File: config.mk
export PLATFORM = sky130hd
export DESIGN_NAME = hart_debug_control_status
export DESIGN_NICKNAME = d
export VERILOG_FILES = /design/src/hart_debug_pkg.sv /design/src/hart_debug_control_status.sv /design/src/debug_time_hold.sv
export SDC_FILE = /design/constraint.sdc
export NUM_CORES = 1
export LEC_CHECK = 0
export BUFFER_PORTS_ARGS = -buffer_cell sky130_fd_sc_hd__clkbuf_2
export CORE_ASPECT_RATIO = 1.2
export CORE_MARGIN = 2
export CORE_UTILIZATION = 48
export DETAILED_ROUTE_END_ITERATION = 7
export PLACE_DENSITY = 0.85
export SYNTH_ARGS = -nofsm -noshare
export SYNTH_HDL_FRONTEND = slang
export SYNTH_SLANG_ARGS = --single-unit
File: constraint.sdc
create_clock -name ref_clk_i -period 9.8 [get_ports ref_clk_i]
set_input_delay 2.94 -clock ref_clk_i [delete_from_list [all_inputs] [get_ports ref_clk_i]]
set_output_delay 2.94 -clock ref_clk_i [all_outputs]
set_load 0.02 [all_outputs]
File: src/hart_debug_pkg.sv
// package for the per-hart debug control and status register block.
// assumes a single hart clock; shared by the register logic, the debugger model and the bench.
package hart_debug_pkg;

  // csr address of the control and status register
  localparam logic [11:0] CTRL_STATUS_ADDR = 12'h7B0;

  // field positions inside the 32-bit register
  localparam int          DEBUGVER_LSB  = 28;
  localparam int          EBREAKVS_BIT  = 17;
  localparam int          EBREAKVU_BIT  = 16;
  localparam int          EBREAKM_BIT   = 15;
  localparam int          EBREAKS_BIT   = 13;
  localparam int          EBREAKU_BIT   = 12;
  localparam int          STEPIE_BIT    = 11;
  localparam int          STOPCOUNT_BIT = 10;
  localparam int          STOPTIME_BIT  = 9;
  localparam int          CAUSE_LSB     = 6;
  localparam int          V_BIT         = 5;
  localparam int          MPRVEN_BIT    = 4;
  localparam int          NMIP_BIT      = 3;
  localparam int          STEP_BIT      = 2;
  localparam int          PRV_LSB       = 0;

  // version codes
  localparam logic [3:0]  VER_NONE      = 4'h0;
  localparam logic [3:0]  VER_1_0       = 4'h4;
  localparam logic [3:0]  VER_CUSTOM    = 4'hF;

  // entry cause codes
  localparam logic [2:0]  CAUSE_NONE    = 3'h0;
  localparam logic [2:0]  CAUSE_EBREAK  = 3'h1;
  localparam logic [2:0]  CAUSE_TRIGGER = 3'h2;
  localparam logic [2:0]  CAUSE_HALTREQ = 3'h3;
  localparam logic [2:0]  CAUSE_STEP    = 3'h4;
  localparam logic [2:0]  CAUSE_RSTHALT = 3'h5;
  localparam logic [2:0]  CAUSE_GROUP   = 3'h6;

  // privilege encodings
  localparam logic [1:0]  PRV_U         = 2'h0;
  localparam logic [1:0]  PRV_S         = 2'h1;
  localparam logic [1:0]  PRV_RSVD      = 2'h2;
  localparam logic [1:0]  PRV_M         = 2'h3;

  // reset values of captured fields and of the debugger-owned bits
  localparam logic [1:0]  RST_PRV       = PRV_M;
  localparam logic        RST_V         = 1'b0;
  localparam logic [2:0]  RST_CAUSE     = CAUSE_NONE;
  localparam logic        RST_BIT       = 1'b0;

  typedef enum logic {RUNNING, HALTED} dbg_state_t;

  // csr access from the hart's csr unit
  typedef struct packed {
    logic        valid;
    logic        write;
    logic [11:0] addr;
    logic [31:0] wdata;
  } csr_req_t;

  // debug entry reasons raised by the hart in one cycle
  typedef struct packed {
    logic resethalt;
    logic group;
    logic haltreq;
    logic trigger;
    logic ebreak;
    logic step;
  } entry_req_t;

  // privilege and virtualization mode
  typedef struct packed {
    logic       v;
    logic [1:0] prv;
  } hart_mode_t;

  // highest-priority cause among simultaneous reasons
  function automatic logic [2:0] pick_cause(input entry_req_t e, input logic halt_as_req);
    logic [2:0] c;
    c = CAUSE_NONE;
    if (e.resethalt) begin
      c = halt_as_req ? CAUSE_HALTREQ : CAUSE_RSTHALT;
    end else if (e.group) begin
      c = halt_as_req ? CAUSE_HALTREQ : CAUSE_GROUP;
    end else if (e.haltreq) begin
      c = CAUSE_HALTREQ;
    end else if (e.trigger) begin
      c = CAUSE_TRIGGER;
    end else if (e.ebreak) begin
      c = CAUSE_EBREAK;
    end else if (e.step) begin
      c = CAUSE_STEP;
    end
    return c;
  endfunction

endpackage

File: src/hart_debug_control_status.sv
// per-hart debug control and status register with debug mode entry/exit tracking.
// assumes the hart csr unit issues accesses and reports entry reasons and resume.
// Functional notes
// - version field reads 0 none, 4 conforming, 15 custom support
// - virtual-supervisor breakpoint bit set sends ebreak into debug mode
// - both virtual breakpoint bits read zero without virtualization
// - virtual-user breakpoint bit set sends ebreak into debug mode
// - machine breakpoint bit set enters debug mode; resets to zero
// - supervisor breakpoint bit enters debug mode; zero without supervisor mode
// - user breakpoint bit enters debug mode; zero without user mode
// - stepping with step-irq-enable zero blocks all interrupts including nmi
// - step-irq-enable may be tied to zero
// - counter freeze stops counters in debug mode and on entering ebreak; cycle_inhibit_o stays low unless SINGLE_HART is set
// - time freeze holds visible time from entry, tracks timer after exit
// - platform timer pauses only when all harts freeze time and halt
// - simultaneous entry reasons record the highest priority cause
// - cause codes: 1 breakpoint, 2 trigger, 3 halt request
// - cause codes: 4 step, 5 reset halt, 6 halt group
// - reset halt or group halt may report halt request code 3
// - virtualization mode captured on entry, writable for exit, else zero
// - modify-privilege enable bit gates mprv in debug mode; may be tied
// - pending-nmi bit reflects a pending nmi, resets to zero
// - step set outside debug mode runs one instruction then halts
// - privilege captured on entry, resets to 3, illegal writes legalized
// - priority: reset halt, group, halt request, trigger, ebreak, step
// - only the debugger writes fields other than captured and status ones
`timescale 1ns/1ps
module hart_debug_control_status #(
  parameter logic [3:0] DEBUG_VER       = hart_debug_pkg::VER_1_0,
  parameter bit         HAS_V           = 1'b1,
  parameter bit         HAS_S           = 1'b1,
  parameter bit         HAS_U           = 1'b1,
  parameter bit         STEPIE_WRITABLE = 1'b1,
  parameter bit         STOPCOUNT_WR    = 1'b1,
  parameter bit         STOPCOUNT_RST   = 1'b1,
  parameter bit         STOPTIME_WR     = 1'b1,
  parameter bit         STOPTIME_RST    = 1'b0,
  parameter bit         MPRVEN_WR       = 1'b1,
  parameter bit         MPRVEN_RST      = 1'b1,
  parameter bit         SINGLE_HART     = 1'b1,
  parameter bit         HALT_AS_REQ     = 1'b0,
  parameter int         TIME_W          = 64
) (
  input  wire logic                     ref_clk_i,
  input  wire logic                     rst_i,
  input  wire hart_debug_pkg::csr_req_t   csr_req_i,
  input  wire hart_debug_pkg::entry_req_t entry_i,
  input  wire hart_debug_pkg::hart_mode_t cur_mode_i,
  input  wire logic                     resume_i,
  input  wire logic                     nmi_pending_i,
  input  wire logic [TIME_W-1:0]        mtime_i,
  output logic      [31:0]              csr_rdata_o,
  output logic                          csr_hit_o,
  output logic                          debug_mode_o,
  output hart_debug_pkg::hart_mode_t    resume_mode_o,
  output logic                          step_active_o,
  output logic                          irq_block_o,
  output logic                          ebreak_to_debug_o,
  output logic                          count_inhibit_o,
  output logic                          cycle_inhibit_o,
  output logic                          mprv_in_debug_o,
  output logic                          timer_pause_vote_o,
  output logic      [TIME_W-1:0]        time_o
);

  hart_debug_pkg::dbg_state_t state;
  hart_debug_pkg::dbg_state_t next_state;

  logic       ebreakvs;
  logic       ebreakvu;
  logic       ebreakm;
  logic       ebreaks;
  logic       ebreaku;
  logic       stepie;
  logic       stopcount;
  logic       stoptime;
  logic [2:0] cause;
  logic       v_bit;
  logic       mprven;
  logic       step;
  logic [1:0] prv;
  logic       nmi_sync1;
  logic       nmi_sync2;

  // access decode; writes land only while halted, i.e. from the debugger
  wire        halted    = (state == hart_debug_pkg::HALTED);
  wire        hit       = csr_req_i.valid
                          && (csr_req_i.addr == hart_debug_pkg::CTRL_STATUS_ADDR);
  wire        wr        = hit && csr_req_i.write && halted;
  wire [31:0] wd        = csr_req_i.wdata;
  // a step completion only counts as a reason while step is set
  wire hart_debug_pkg::entry_req_t reasons = '{
    resethalt: entry_i.resethalt, group: entry_i.group, haltreq: entry_i.haltreq,
    trigger: entry_i.trigger, ebreak: entry_i.ebreak, step: entry_i.step && step};
  wire        enter     = !halted && (|reasons);
  wire [2:0]  new_cause = hart_debug_pkg::pick_cause(reasons, HALT_AS_REQ);
  wire        leave     = halted && resume_i;

  // unsupported or reserved privilege resolves to machine mode
  wire [1:0]  wr_prv    = wd[hart_debug_pkg::PRV_LSB +: 2];
  wire        prv_ok    = (wr_prv == hart_debug_pkg::PRV_M)
                          || (wr_prv == hart_debug_pkg::PRV_S && HAS_S)
                          || (wr_prv == hart_debug_pkg::PRV_U && HAS_U);
  wire [1:0]  legal_prv = prv_ok ? wr_prv : hart_debug_pkg::PRV_M;

  // register image; version is a fixed parameter, unused bits read zero
  wire [31:0] reg_image  = {DEBUG_VER, 10'h000,
                            ebreakvs, ebreakvu, ebreakm, 1'b0, ebreaks, ebreaku,
                            stepie, stopcount, stoptime, cause, v_bit, mprven,
                            nmi_sync2, step, prv};

  // breakpoint routing for the mode the hart currently runs in
  wire ebreak_dm = cur_mode_i.v
                   ? ((cur_mode_i.prv == hart_debug_pkg::PRV_S) ? ebreakvs : ebreakvu)
                   : ((cur_mode_i.prv == hart_debug_pkg::PRV_M) ? ebreakm
                     : (cur_mode_i.prv == hart_debug_pkg::PRV_S) ? ebreaks : ebreaku);

  // run/halt state transitions
  always_comb begin
    next_state = state;
    unique case (state)
      hart_debug_pkg::RUNNING: if (enter) next_state = hart_debug_pkg::HALTED;
      hart_debug_pkg::HALTED:  if (resume_i) next_state = hart_debug_pkg::RUNNING;
    endcase
  end

  always_ff @(posedge ref_clk_i or posedge rst_i) begin
    if (rst_i) begin
      state <= hart_debug_pkg::RUNNING;
    end else begin
      state <= next_state;
    end
  end

  // nmi pending, two-stage synchroniser; stage two is the readable bit
  always_ff @(posedge ref_clk_i or posedge rst_i) begin
    if (rst_i) begin
      nmi_sync1 <= 1'b0;
      nmi_sync2 <= 1'b0;
    end else begin
      nmi_sync1 <= nmi_pending_i;
      nmi_sync2 <= nmi_sync1;
    end
  end

  // virtual breakpoint bits, tied low without virtualization
  always_ff @(posedge ref_clk_i or posedge rst_i) begin
    if (rst_i) begin
      ebreakvs <= hart_debug_pkg::RST_BIT;
      ebreakvu <= hart_debug_pkg::RST_BIT;
    end else if (wr) begin
      ebreakvs <= HAS_V && wd[hart_debug_pkg::EBREAKVS_BIT];
      ebreakvu <= HAS_V && wd[hart_debug_pkg::EBREAKVU_BIT];
    end
  end

  // breakpoint bits; missing modes keep the bit at zero
  always_ff @(posedge ref_clk_i or posedge rst_i) begin
    if (rst_i) begin
      ebreakm <= hart_debug_pkg::RST_BIT;
      ebreaks <= hart_debug_pkg::RST_BIT;
      ebreaku <= hart_debug_pkg::RST_BIT;
    end else if (wr) begin
      ebreakm <= wd[hart_debug_pkg::EBREAKM_BIT];
      ebreaks <= HAS_S && wd[hart_debug_pkg::EBREAKS_BIT];
      ebreaku <= HAS_U && wd[hart_debug_pkg::EBREAKU_BIT];
    end
  end

  // step controls change only on halted writes; stepie may be tied low
  always_ff @(posedge ref_clk_i or posedge rst_i) begin
    if (rst_i) begin
      stepie <= hart_debug_pkg::RST_BIT;
      step   <= hart_debug_pkg::RST_BIT;
    end else if (wr) begin
      stepie <= STEPIE_WRITABLE && wd[hart_debug_pkg::STEPIE_BIT];
      step   <= wd[hart_debug_pkg::STEP_BIT];
    end
  end

  // preset fields; a non-writable one keeps its preset forever
  always_ff @(posedge ref_clk_i or posedge rst_i) begin
    if (rst_i) begin
      stopcount <= STOPCOUNT_RST;
      stoptime  <= STOPTIME_RST;
      mprven    <= MPRVEN_RST;
    end else if (wr) begin
      if (STOPCOUNT_WR) stopcount <= wd[hart_debug_pkg::STOPCOUNT_BIT];
      if (STOPTIME_WR) stoptime <= wd[hart_debug_pkg::STOPTIME_BIT];
      if (MPRVEN_WR) mprven <= wd[hart_debug_pkg::MPRVEN_BIT];
    end
  end

  // entry capture; cause is read-only to software
  always_ff @(posedge ref_clk_i or posedge rst_i) begin
    if (rst_i) begin
      cause <= hart_debug_pkg::RST_CAUSE;
      v_bit <= hart_debug_pkg::RST_V;
      prv   <= hart_debug_pkg::RST_PRV;
    end else if (enter) begin
      cause <= new_cause;
      v_bit <= HAS_V && cur_mode_i.v;
      prv   <= cur_mode_i.prv;
    end else if (wr) begin
      v_bit <= HAS_V && wd[hart_debug_pkg::V_BIT];
      prv   <= legal_prv;
    end
  end

  // csr read data; reads work in any state, the core decides legality
  always_ff @(posedge ref_clk_i or posedge rst_i) begin
    if (rst_i) begin
      csr_rdata_o <= 32'h00000000;
      csr_hit_o   <= 1'b0;
    end else begin
      csr_rdata_o <= hit ? reg_image : 32'h00000000;
      csr_hit_o   <= hit;
    end
  end

  // control outputs, registered; run/halt-dependent ones from next state
  always_ff @(posedge ref_clk_i or posedge rst_i) begin
    if (rst_i) begin
      debug_mode_o       <= 1'b0;
      resume_mode_o      <= '{v: hart_debug_pkg::RST_V, prv: hart_debug_pkg::RST_PRV};
      step_active_o      <= 1'b0;
      irq_block_o        <= 1'b0;
      ebreak_to_debug_o  <= 1'b0;
      count_inhibit_o    <= 1'b0;
      cycle_inhibit_o    <= 1'b0;
      mprv_in_debug_o    <= 1'b0;
      timer_pause_vote_o <= 1'b0;
    end else begin
      debug_mode_o       <= (next_state == hart_debug_pkg::HALTED);
      resume_mode_o      <= '{v: v_bit, prv: prv};
      step_active_o      <= (next_state == hart_debug_pkg::RUNNING) && step;
      // interrupts and nmi are held off while stepping unless enabled
      irq_block_o        <= (next_state == hart_debug_pkg::RUNNING) && step && !stepie;
      ebreak_to_debug_o  <= ebreak_dm;
      // counters freeze in debug mode and on the ebreak that enters it
      count_inhibit_o    <= stopcount && ((next_state == hart_debug_pkg::HALTED)
                                          || (enter && new_cause == hart_debug_pkg::CAUSE_EBREAK));
      // multi-hart cores keep cycle running for the other harts
      cycle_inhibit_o    <= SINGLE_HART && stopcount
                            && (next_state == hart_debug_pkg::HALTED);
      mprv_in_debug_o    <= mprven;
      // this hart's consent only; the platform must and all harts' votes
      timer_pause_vote_o <= stoptime && (next_state == hart_debug_pkg::HALTED);
    end
  end

  debug_time_hold #(
    .TIME_W    (TIME_W)
  ) u_time_hold (
    .ref_clk_i (ref_clk_i),
    .rst_i     (rst_i),
    .freeze_i  (stoptime && halted),
    .mtime_i   (mtime_i),
    .time_o    (time_o)
  );
endmodule

File: src/debug_time_hold.sv
// holds the hart-visible time value while frozen in debug mode.
// assumes the platform timer value is on the same clock as the hart.
`timescale 1ns/1ps
module debug_time_hold #(
  parameter int TIME_W = 64
) (
  input  wire logic              ref_clk_i,
  input  wire logic              rst_i,
  input  wire logic              freeze_i,
  input  wire logic [TIME_W-1:0] mtime_i,
  output logic      [TIME_W-1:0] time_o
);

  // follow the platform timer unless frozen; the held value is the last one before freeze
  always_ff @(posedge ref_clk_i or posedge rst_i) begin
    if (rst_i) begin
      time_o <= '0;
    end else if (!freeze_i) begin
      time_o <= mtime_i;
    end
  end

endmodule

==> Word-level counts from Yosys, hierarchy flattened <==
Cells that the tools add are included.
{ "word_totals": {"regBits": 125, "output_inout_bits": 108} }
{ "op_classes": {"muxes": 19, "bitwise_logic": 2, "reduce_logical": 20, "eq_ne": 6} }
{ "ops": {"columns": ["operator", "n"], "rows": [
  ["31-bit 2-to-1 mux", 1],
  ["3-bit 2-to-1 mux", 6],
  ["12-bit by 11-bit equality test with 1-bit output (second input constant)", 1],
  ["1-bit logical AND", 12],
  ["1-bit 2-to-1 mux", 8],
  ["2-bit 2-to-1 mux", 3],
  ["6-bit OR reduction", 1],
  ["2-bit by 1-bit equality test with 1-bit output (second input constant)", 2],
  ["2-bit equality test (second input constant)", 2],
  ["3-bit by 1-bit equality test with 1-bit output (second input constant)", 1],
  ["1-bit logical OR", 3],
  ["1-bit zero test", 2],
  ["2-bit zero test", 1],
  ["1-bit NOT", 2],
  ["1-bit one-hot mux with 2 select lines", 1],
  ["2-bit nonzero test", 1]
]} }

==> Depth between registers and ports, before layout <==
Gate-level depths: netlist of run 1.
{ "depth": {"word_depth": 11, "mapped_depth": 6, "depth_no_buf": 4} }

==> By module <==
Synthesis of run 1 repeated with hierarchy kept, for this count alone.
{ "unflattened": {"hier_cells": 278, "hier_area_um2": 4528.1} }
{ "modules_own_cells": {"columns": ["mod", "seq_area_each_um2", "cells_each", "area_per_inst_um2", "n_inst"], "rows": [
  ["debug_time_hold", 1601.5, 136, 2682.6, 1],
  ["hart_debug_control_status", 1158.6, 142, 1845.5, 1]
]} }

==> Worst setup path after synthesis of run 1 <==
OpenSTA, ideal clock, no wires.
{ "synth_path": {"path_kind": "input to register", "from": "input csr_req_i[32] (netlist bit)", "to": "register ebreaks", "cell_stages": 4, "setup_time_ps": 125, "t_required_ps": 9675, "setup_slack_ps": 5463, "n_path_buf": 1, "arrival_ps": 4212, "path_cell_list": "or3_4 > nor4_4 > buf_6 > mux2_2"} }
{ "synth_via": {"elab_chain_len": 4} }
{ "synth_lines": {"columns": ["item", "line", "text"], "rows": [
  ["from (decl)", "hart_debug_control_status.sv:46", "input wire hart_debug_pkg::csr_req_t csr_req_i,"],
  ["12-bit by 11-bit equality test with 1-bit output", "hart_debug_control_status.sv:88", "&& (csr_req_i.addr == hart_debug_pkg::CTRL_STATUS_ADDR);"],
  ["1-bit logical AND", "hart_debug_control_status.sv:88", null],
  ["1-bit logical AND (2 in a row)", "hart_debug_control_status.sv:89", "wire wr = hit && csr_req_i.write && halted;"],
  ["to (signal assigned)", "hart_debug_control_status.sv:161", "ebreaks <= hart_debug_pkg::RST_BIT;"],
  ["to (signal assigned)", "hart_debug_control_status.sv:165", "ebreaks <= HAS_S && wd[hart_debug_pkg::EBREAKS_BIT];"],
  ["to (decl)", "hart_debug_control_status.sv:72", "logic ebreaks;"]
]} }
Every way passes these cells.
A chain may end at the register's enable or synchronous reset.

==> Worst setup path after layout of run 1 <==
{ "layout_path": {"from": "input csr_req_i[32] (netlist bit)", "to": "register stoptime"} }
{ "layout_via": {"elab_chain_len": 4} }
{ "layout_lines": {"columns": ["item", "line", "text"], "rows": [
  ["12-bit by 11-bit equality test with 1-bit output", "hart_debug_control_status.sv:88", null],
  ["1-bit logical AND", "hart_debug_control_status.sv:88", null],
  ["1-bit logical AND (2 in a row)", "hart_debug_control_status.sv:89", null],
  ["to (signal assigned)", "hart_debug_control_status.sv:189", "if (STOPTIME_WR) stoptime <= wd[hart_debug_pkg::STOPTIME_BIT];"],
  ["to (decl)", "hart_debug_control_status.sv:76", "logic stoptime;"]
]} }
Every way passes these cells.

==> results.sh, run 1 <==
export IMPL_final_max_slew_viol_count=0
export IMPL_grt_use_total=0.182
export IMPL_r2r_cells=3
export IMPL_hold_buffers=0
export IMPL_worstSetupPathType="in -> reg"
export IMPL_path_depth=4
export IMPL_antenna_cells=0
export IMPL_worstPathArrival_ns=4.69
export IMPL_path_clk_slew_ns=0.10
export IMPL_fin_worst_skew_ns=0.00763
export IMPL_rows=37
export IMPL_cp_cell_sequence="clkbuf_2 -> or3_4 -> nor4_4 -> mux2_2"
export IMPL_hold_start="nmi_sync1"
export IMPL_reg2reg_to="u_time_hold.time_o[52]"
export IMPL_viasPerCell=4.73
export IMPL_combPwrFrac=0.108
export IMPL_netlist_area_um2=4200
export IMPL_yosys_cell_types_count=27
export IMPL_p_int_uw=665
export IMPL_wire_per_inst_um=14.4
export IMPL_critPathBufInv=1
export IMPL_cts_sinks=110
export IMPL_layout_drive_gt1_share=0.628
export IMPL_fp_dieW_um=89.3
export IMPL_wirelength_um=8570
export IMPL_finalPower_uw=876
export IMPL_ir_drop_uv=106
export IMPL_nets=597
export IMPL_yosysSeqAreaShare=0.658
export IMPL_tightest_slew_ns=0.953
export IMPL_num_io_pins=231
export IMPL_ys_top_cells_by_area="dfrtp_1 (62%), mux2_2 (20%), dfstp_2 (3.8%)"
export IMPL_max_freq_mhz=225
export IMPL_period_share=0.453
export IMPL_critPathCapture="stoptime"
export IMPL_cp_top_family="simple AND/OR/NAND/NOR gates"
export IMPL_p_seq_frac=0.555
export IMPL_gp_congestion=0.783
export IMPL_cap_violations=0
export IMPL_portBuffers=197
export IMPL_syn_inst=276
export IMPL_overflow=0
export IMPL_required_ns=10.05
export IMPL_grt_pass1_vias=2827
export IMPL_min_period_ns=4.44
export IMPL_switching_share=0.241
export IMPL_tritoncts="built"
export IMPL_final_setup_tns_ns=0
export IMPL_syn_avg_cell_area_um2=15.2
export IMPL_max_stage_delay_ns=0.84
export IMPL_clock_root_buffer="clkbuf_8"
export IMPL_postCtsSetupBuffers=0
export IMPL_powerDensity_nw_per_um2=161
export IMPL_synth_seq_cells=110
export IMPL_p_sw_uw=211
export IMPL_hp_class="reg -> reg"
export IMPL_clkPwrFrac=0.337
export IMPL_hold_viol=0
export IMPL_crit_start="csr_req_i[32]"
export IMPL_slowest_stage="nor4_4"
export IMPL_synth_top_area_frac=0.620
export IMPL_initialDrtViolationCount=77
export IMPL_dieArea_um2=9510
export IMPL_insertion_delay_ns=0.36
export IMPL_r2r_slack_ns=7.71
export IMPL_grt_max_degree=57
export IMPL_die_h_um=106
export IMPL_ys_warn_count=0
export IMPL_critPathMaxFanout=13
export IMPL_reg2reg_from="debug_mode_o"
export IMPL_areaGrowthSynthToFinish_pct=29.9
export IMPL_via_count=2821
export IMPL_htreeDepth=3
export IMPL_ctsLongestPathBuffers=2
export IMPL_antenna_found_initial=0
export IMPL_setup_worst_path_end_class="flip-flop"
export IMPL_max_slew_margin=0.360
export IMPL_numCtsBuffers=9
export IMPL_critPathLaunchType="primary input"
export IMPL_outcome="completed"
export IMPL_start_util=0.493
export IMPL_grt_setup_unrepaired="false"
export IMPL_cts_resized=0
export IMPL_p_leak_nw=2.83
export IMPL_setup_viol=0
export IMPL_place_ws_ns=4.94
export IMPL_core_um2=8520
export IMPL_worst_slack_ns=5.36
export IMPL_postRouteAntennaNets=0
export IMPL_route_detailed_drc=0
export IMPL_grt_pass1_wl_um=13000
export IMPL_dp_hpwl_um=6580
export IMPL_firstDrtPassIters=5
export IMPL_synth_largest_area_cell="dfrtp_1"
[through the flow]
step            util  instances  instance area [µm²]  hold slack (ns)
2_1_floorplan      -        289                 4240            0.331
3_3_place_gp   0.614        580                 5230            0.335
3_5_place_dp   0.614        580                 5230            0.361
4_1_cts        0.640        596                 5450            0.385
5_1_grt        0.640        596                 5450            0.390
6_report       0.640        596                 5450            0.377
[logic make-up (layout without fill, tap and decap cells)]
group | after synthesis | after routing | synth area share
compound gates | 11 | 11 | 0.0152
mux | 79 | 79 | 0.211
buf+inv | 28 | 218 | 0.0432
flops | 110 | 110 | 0.658
simple gates | 47 | 47 | 0.0722
other cells | 1 | 14 | 0.000894
[Yosys cell counts]
master,count
inv_1,3
conb_1,1
nor2_1,7
and2_1,19
nor4_1,1
dfstp_2,6
a21oi_1,5
nor2b_1,1
o21ai_1,3
nand4b_1,3
buf_6,1
o21a_1,1
nor3_1,2
clkbuf_1,1
or2_2,1
nor3b_1,1
buf_2,7
buf_4,16
nor4_4,2
a211oi_1,1
o32ai_1,1
nand2b_1,3
mux2i_1,5
nand2_1,6
or3_4,1
dfrtp_1,104
mux2_2,74
[routing by layer]
layer | up-vias | part of all wire | GRT usage
met3 | 13 | 0.085 | 0.0551
met2 | 134 | 0.53 | 0.318
met4 | 0 | 0.018 | 0.0832
met5 | - | 0 | 0
met1 | 1369 | 0.37 | 0.196
li1 | 1305 | - | -
[how the worst min path moves through the flow]
stage	endpoint	slack, ns	cells past startpoint
final	nmi_sync2	0.38	0
after global routing	nmi_sync2	0.39	0
after CTS	nmi_sync2	0.38	0
after detailed placement	nmi_sync2	0.36	0
after global placement	nmi_sync2	0.33	0
after floorplan	nmi_sync2	0.33	0
[layout by cell type (no fill, tap or decap), types with 3 or more instances in the layout]
master      n
nand4b_1    3
conb_1     14
clkbuf_2  197
nand2b_1    3
nor2_1      7
clkbuf_8   10
a21oi_1     5
dfstp_2     6
mux2i_1     5
mux2_2     74
dfrtp_1   104
and2_1     19
nand2_1     5
o21ai_1     3
[power groups by stage]
stage	combinational [mW]	clock, mW	sequential, mW
after floorplan	0.0368	0	0.513
after global placement	0.0937	0	0.494
after detailed placement	0.0963	0	0.496
after CTS	0.0966	0.305	0.487
after global routing	0.105	0.319	0.489
final	0.0948	0.295	0.486
[registers in the layout (all words and copies together) (netlist names), 2 cells and up]
register	count
prv	2
csr_rdata_o	18
cause	3
u_time_hold.time_o	64
resume_mode_o	3
[area by class of cell]
| type | count | area, µm² |
|---|---|---|
| Sequential cell | 110 | 2760 |
| Inverter | 3 | 13.8 |
| Multi-Input combinational cell | 151 | 1310 |
| Timing Repair Buffer | 199 | 1000 |
| Fill cell | 692 | 3070 |
| Tap cell | 117 | 146 |
| Clock buffer | 10 | 138 |
| Clock inverter | 6 | 85.1 |
Power figures use the tool's default switching activity.
==> run 2: changes to the inputs <==
--- a/config.mk
+++ b/config.mk
@@ -8,9 +8,9 @@
 export BUFFER_PORTS_ARGS = -buffer_cell sky130_fd_sc_hd__clkbuf_2
 export CORE_ASPECT_RATIO = 1.2
 export CORE_MARGIN = 2
-export CORE_UTILIZATION = 48
+export CORE_UTILIZATION = 40
 export DETAILED_ROUTE_END_ITERATION = 7
-export PLACE_DENSITY = 0.85
+export PLACE_DENSITY = 0.76
 export SYNTH_ARGS = -nofsm -noshare
 export SYNTH_HDL_FRONTEND = slang
 export SYNTH_SLANG_ARGS = --single-unit
==> constraint.sdc (replaced) <==
create_clock -name ref_clk_i -period 3.9 [get_ports ref_clk_i]
set_input_delay 1.17 -clock ref_clk_i [delete_from_list [all_inputs] [get_ports ref_clk_i]]
set_output_delay 1.17 -clock ref_clk_i [all_outputs]
set_load 0.02 [all_outputs]
==> run 2 against run 1 <==
- clock skew fell by 0.00086 ns
- hold slack worse by 0.024 ns
- largest power group unchanged
- total power rose to 2.7 times the previous value
- highest routed layer unchanged
- final cell count grew 1.8%
- critical path type unchanged
- utilization shrank 8.7 points
==> results.sh, run 2 (synthesized netlist as in run 1, its figures left out) <==
export IMPL_ctsLongestPathBuffers=2
export IMPL_max_stage_delay_ns=0.52
export IMPL_final_setup_tns_ns=0
export IMPL_largest_reg_flops=64
export IMPL_hold_buffers=0
export IMPL_period_share=0.662
export IMPL_hp_class="reg -> reg"
export IMPL_path_clk_slew_ns=0.07
export IMPL_worstPathArrival_ns=2.80
export IMPL_die_h_um=116
export IMPL_initialDrtViolationCount=80
export IMPL_fp_dieW_um=97.5
export IMPL_worst_slack_ns=1.32
export IMPL_final_common_cell="clkbuf_2"
export IMPL_nets=599
export IMPL_fin_worst_skew_ns=0.00677
export IMPL_htreeDepth=3
export IMPL_ir_drop_uv=224
export IMPL_gp_congestion=0.750
export IMPL_cts_resized=0
export IMPL_whs_ns=0.353
export IMPL_viasPerCell=4.61
export IMPL_dieArea_um2=11300
export IMPL_stdcell_area_um2=5590
export IMPL_grt_pass1_vias=2803
export IMPL_min_period_ns=2.58
export IMPL_tritoncts="built"
export IMPL_cp_top_family="simple AND/OR/NAND/NOR gates"
export IMPL_layout_common_cells="clkbuf_2 (197), dfrtp_1 (104), mux2_2 (74), and2_1 (19), conb_1 (14)"
export IMPL_wirelength_um=8510
export IMPL_place_area_um2=5270
export IMPL_critPathMaxFanout=8
export IMPL_max_slew_margin=0.428
export IMPL_place_ws_ns=0.973
export IMPL_postCtsSetupBuffers=0
export IMPL_num_io_pins=231
export IMPL_outcome="completed"
export IMPL_cts_sinks=110
export IMPL_setup_worst_path_end_class="flip-flop"
export IMPL_rows=40
export IMPL_portBuffers=197
export IMPL_numCtsBuffers=9
export IMPL_required_ns=4.12
export IMPL_areaGrowthSynthToFinish_pct=33.2
export IMPL_slowest_stage="nor4_4"
export IMPL_regMostFlops="u_time_hold.time_o"
export IMPL_critPathLaunchType="primary input"
export IMPL_post_route_util=0.553
export IMPL_critPathBufInv=2
export IMPL_dp_hpwl_um=6500
export IMPL_p_leak_nw=2.90
export IMPL_insertion_delay_ns=0.33
export IMPL_setup_viol=0
export IMPL_num_fill_cells=874
export IMPL_layout_drive_gt1_share=0.630
export IMPL_dp_cells=591
export IMPL_grt_max_degree=89
export IMPL_wire_per_inst_um=14.0
export IMPL_route_detailed_drc=0
export IMPL_cap_violations=0
export IMPL_overflow=0
export IMPL_grt_pass1_wl_um=13500
export IMPL_finalPower_mw=2.41
export IMPL_powerDensity_nw_per_um2=431
export IMPL_antenna_cells=0
export IMPL_via_count=2801
export IMPL_cp_cell_sequence="clkbuf_2 -> or3_4 -> nor4_4 -> buf_4 -> mux2_2"
export IMPL_clock_root_buffer="clkbuf_16"
export IMPL_tightest_slew_ns=0.852
export IMPL_hold_viol=0
export IMPL_worstSetupPathType="in -> reg"
export IMPL_finalNonFillerCells=607
export IMPL_grt_use_total=0.152
export IMPL_start_util=0.415
export IMPL_postRouteAntennaNets=0
export IMPL_firstDrtPassIters=3
export IMPL_largestRegisters="u_time_hold.time_o (64), csr_rdata_o (18)"
export IMPL_core_um2=10100
export IMPL_max_freq_mhz=387
export IMPL_final_max_slew_viol_count=0
export IMPL_grt_setup_unrepaired="false"
export IMPL_antenna_found_initial=0
==> run 2: worst register-to-register path, delay by kind of cell, from the launching register on <==
family        cells  cell delay (ns)
mux               1             0.38
buf+inv           1             0.40
flops             1             0.49
simple gates      1             0.68
==> run 2: worst paths after layout <==
check	start	end	slack, ns	cells past startpoint
max in group asynchronous	rst_i	stopcount	2.23	3
min reg2reg	nmi_sync1	nmi_sync2	0.35	0
max reg2reg	debug_mode_o	u_time_hold.time_o[55]	1.84	3
min in group asynchronous	rst_i	csr_rdata_o[0]	0.86	2
max	csr_req_i[32]	ebreakvs	1.32	5
min	nmi_sync1	nmi_sync2	0.35	0
==> run 2: area by class of cell <==
class,instances,area (µm²),area share
Clock inverter,3,40.0,0.00717
Tap cell,126,158,0.0282
Sequential cell,110,2760,0.494
Clock buffer,13,280,0.0502
Timing Repair Buffer,201,1030,0.184
Inverter,3,15.0,0.00269
Multi-Input combinational cell,151,1310,0.234
==> run 2: layer usage <==
metal | track usage | part of all wire
met1 | 0.183 | 0.40
met2 | 0.261 | 0.51
met3 | 0.0395 | 0.077
met4 | 0.0676 | 0.017
met5 | 0 | 0
==> run 2: power by group <==
| group | internal [mW] | total, mW | leakage, nW | switching (mW) |
|---|---|---|---|---|
| Combinational | 0.100 | 0.240 | 1.39 | 0.139 |
| Sequential | 1.20 | 1.22 | 1.35 | 0.0278 |
| Clock | 0.566 | 0.946 | 0.162 | 0.380 |
| Total | 1.86 | 2.41 | 2.90 | 0.547 |
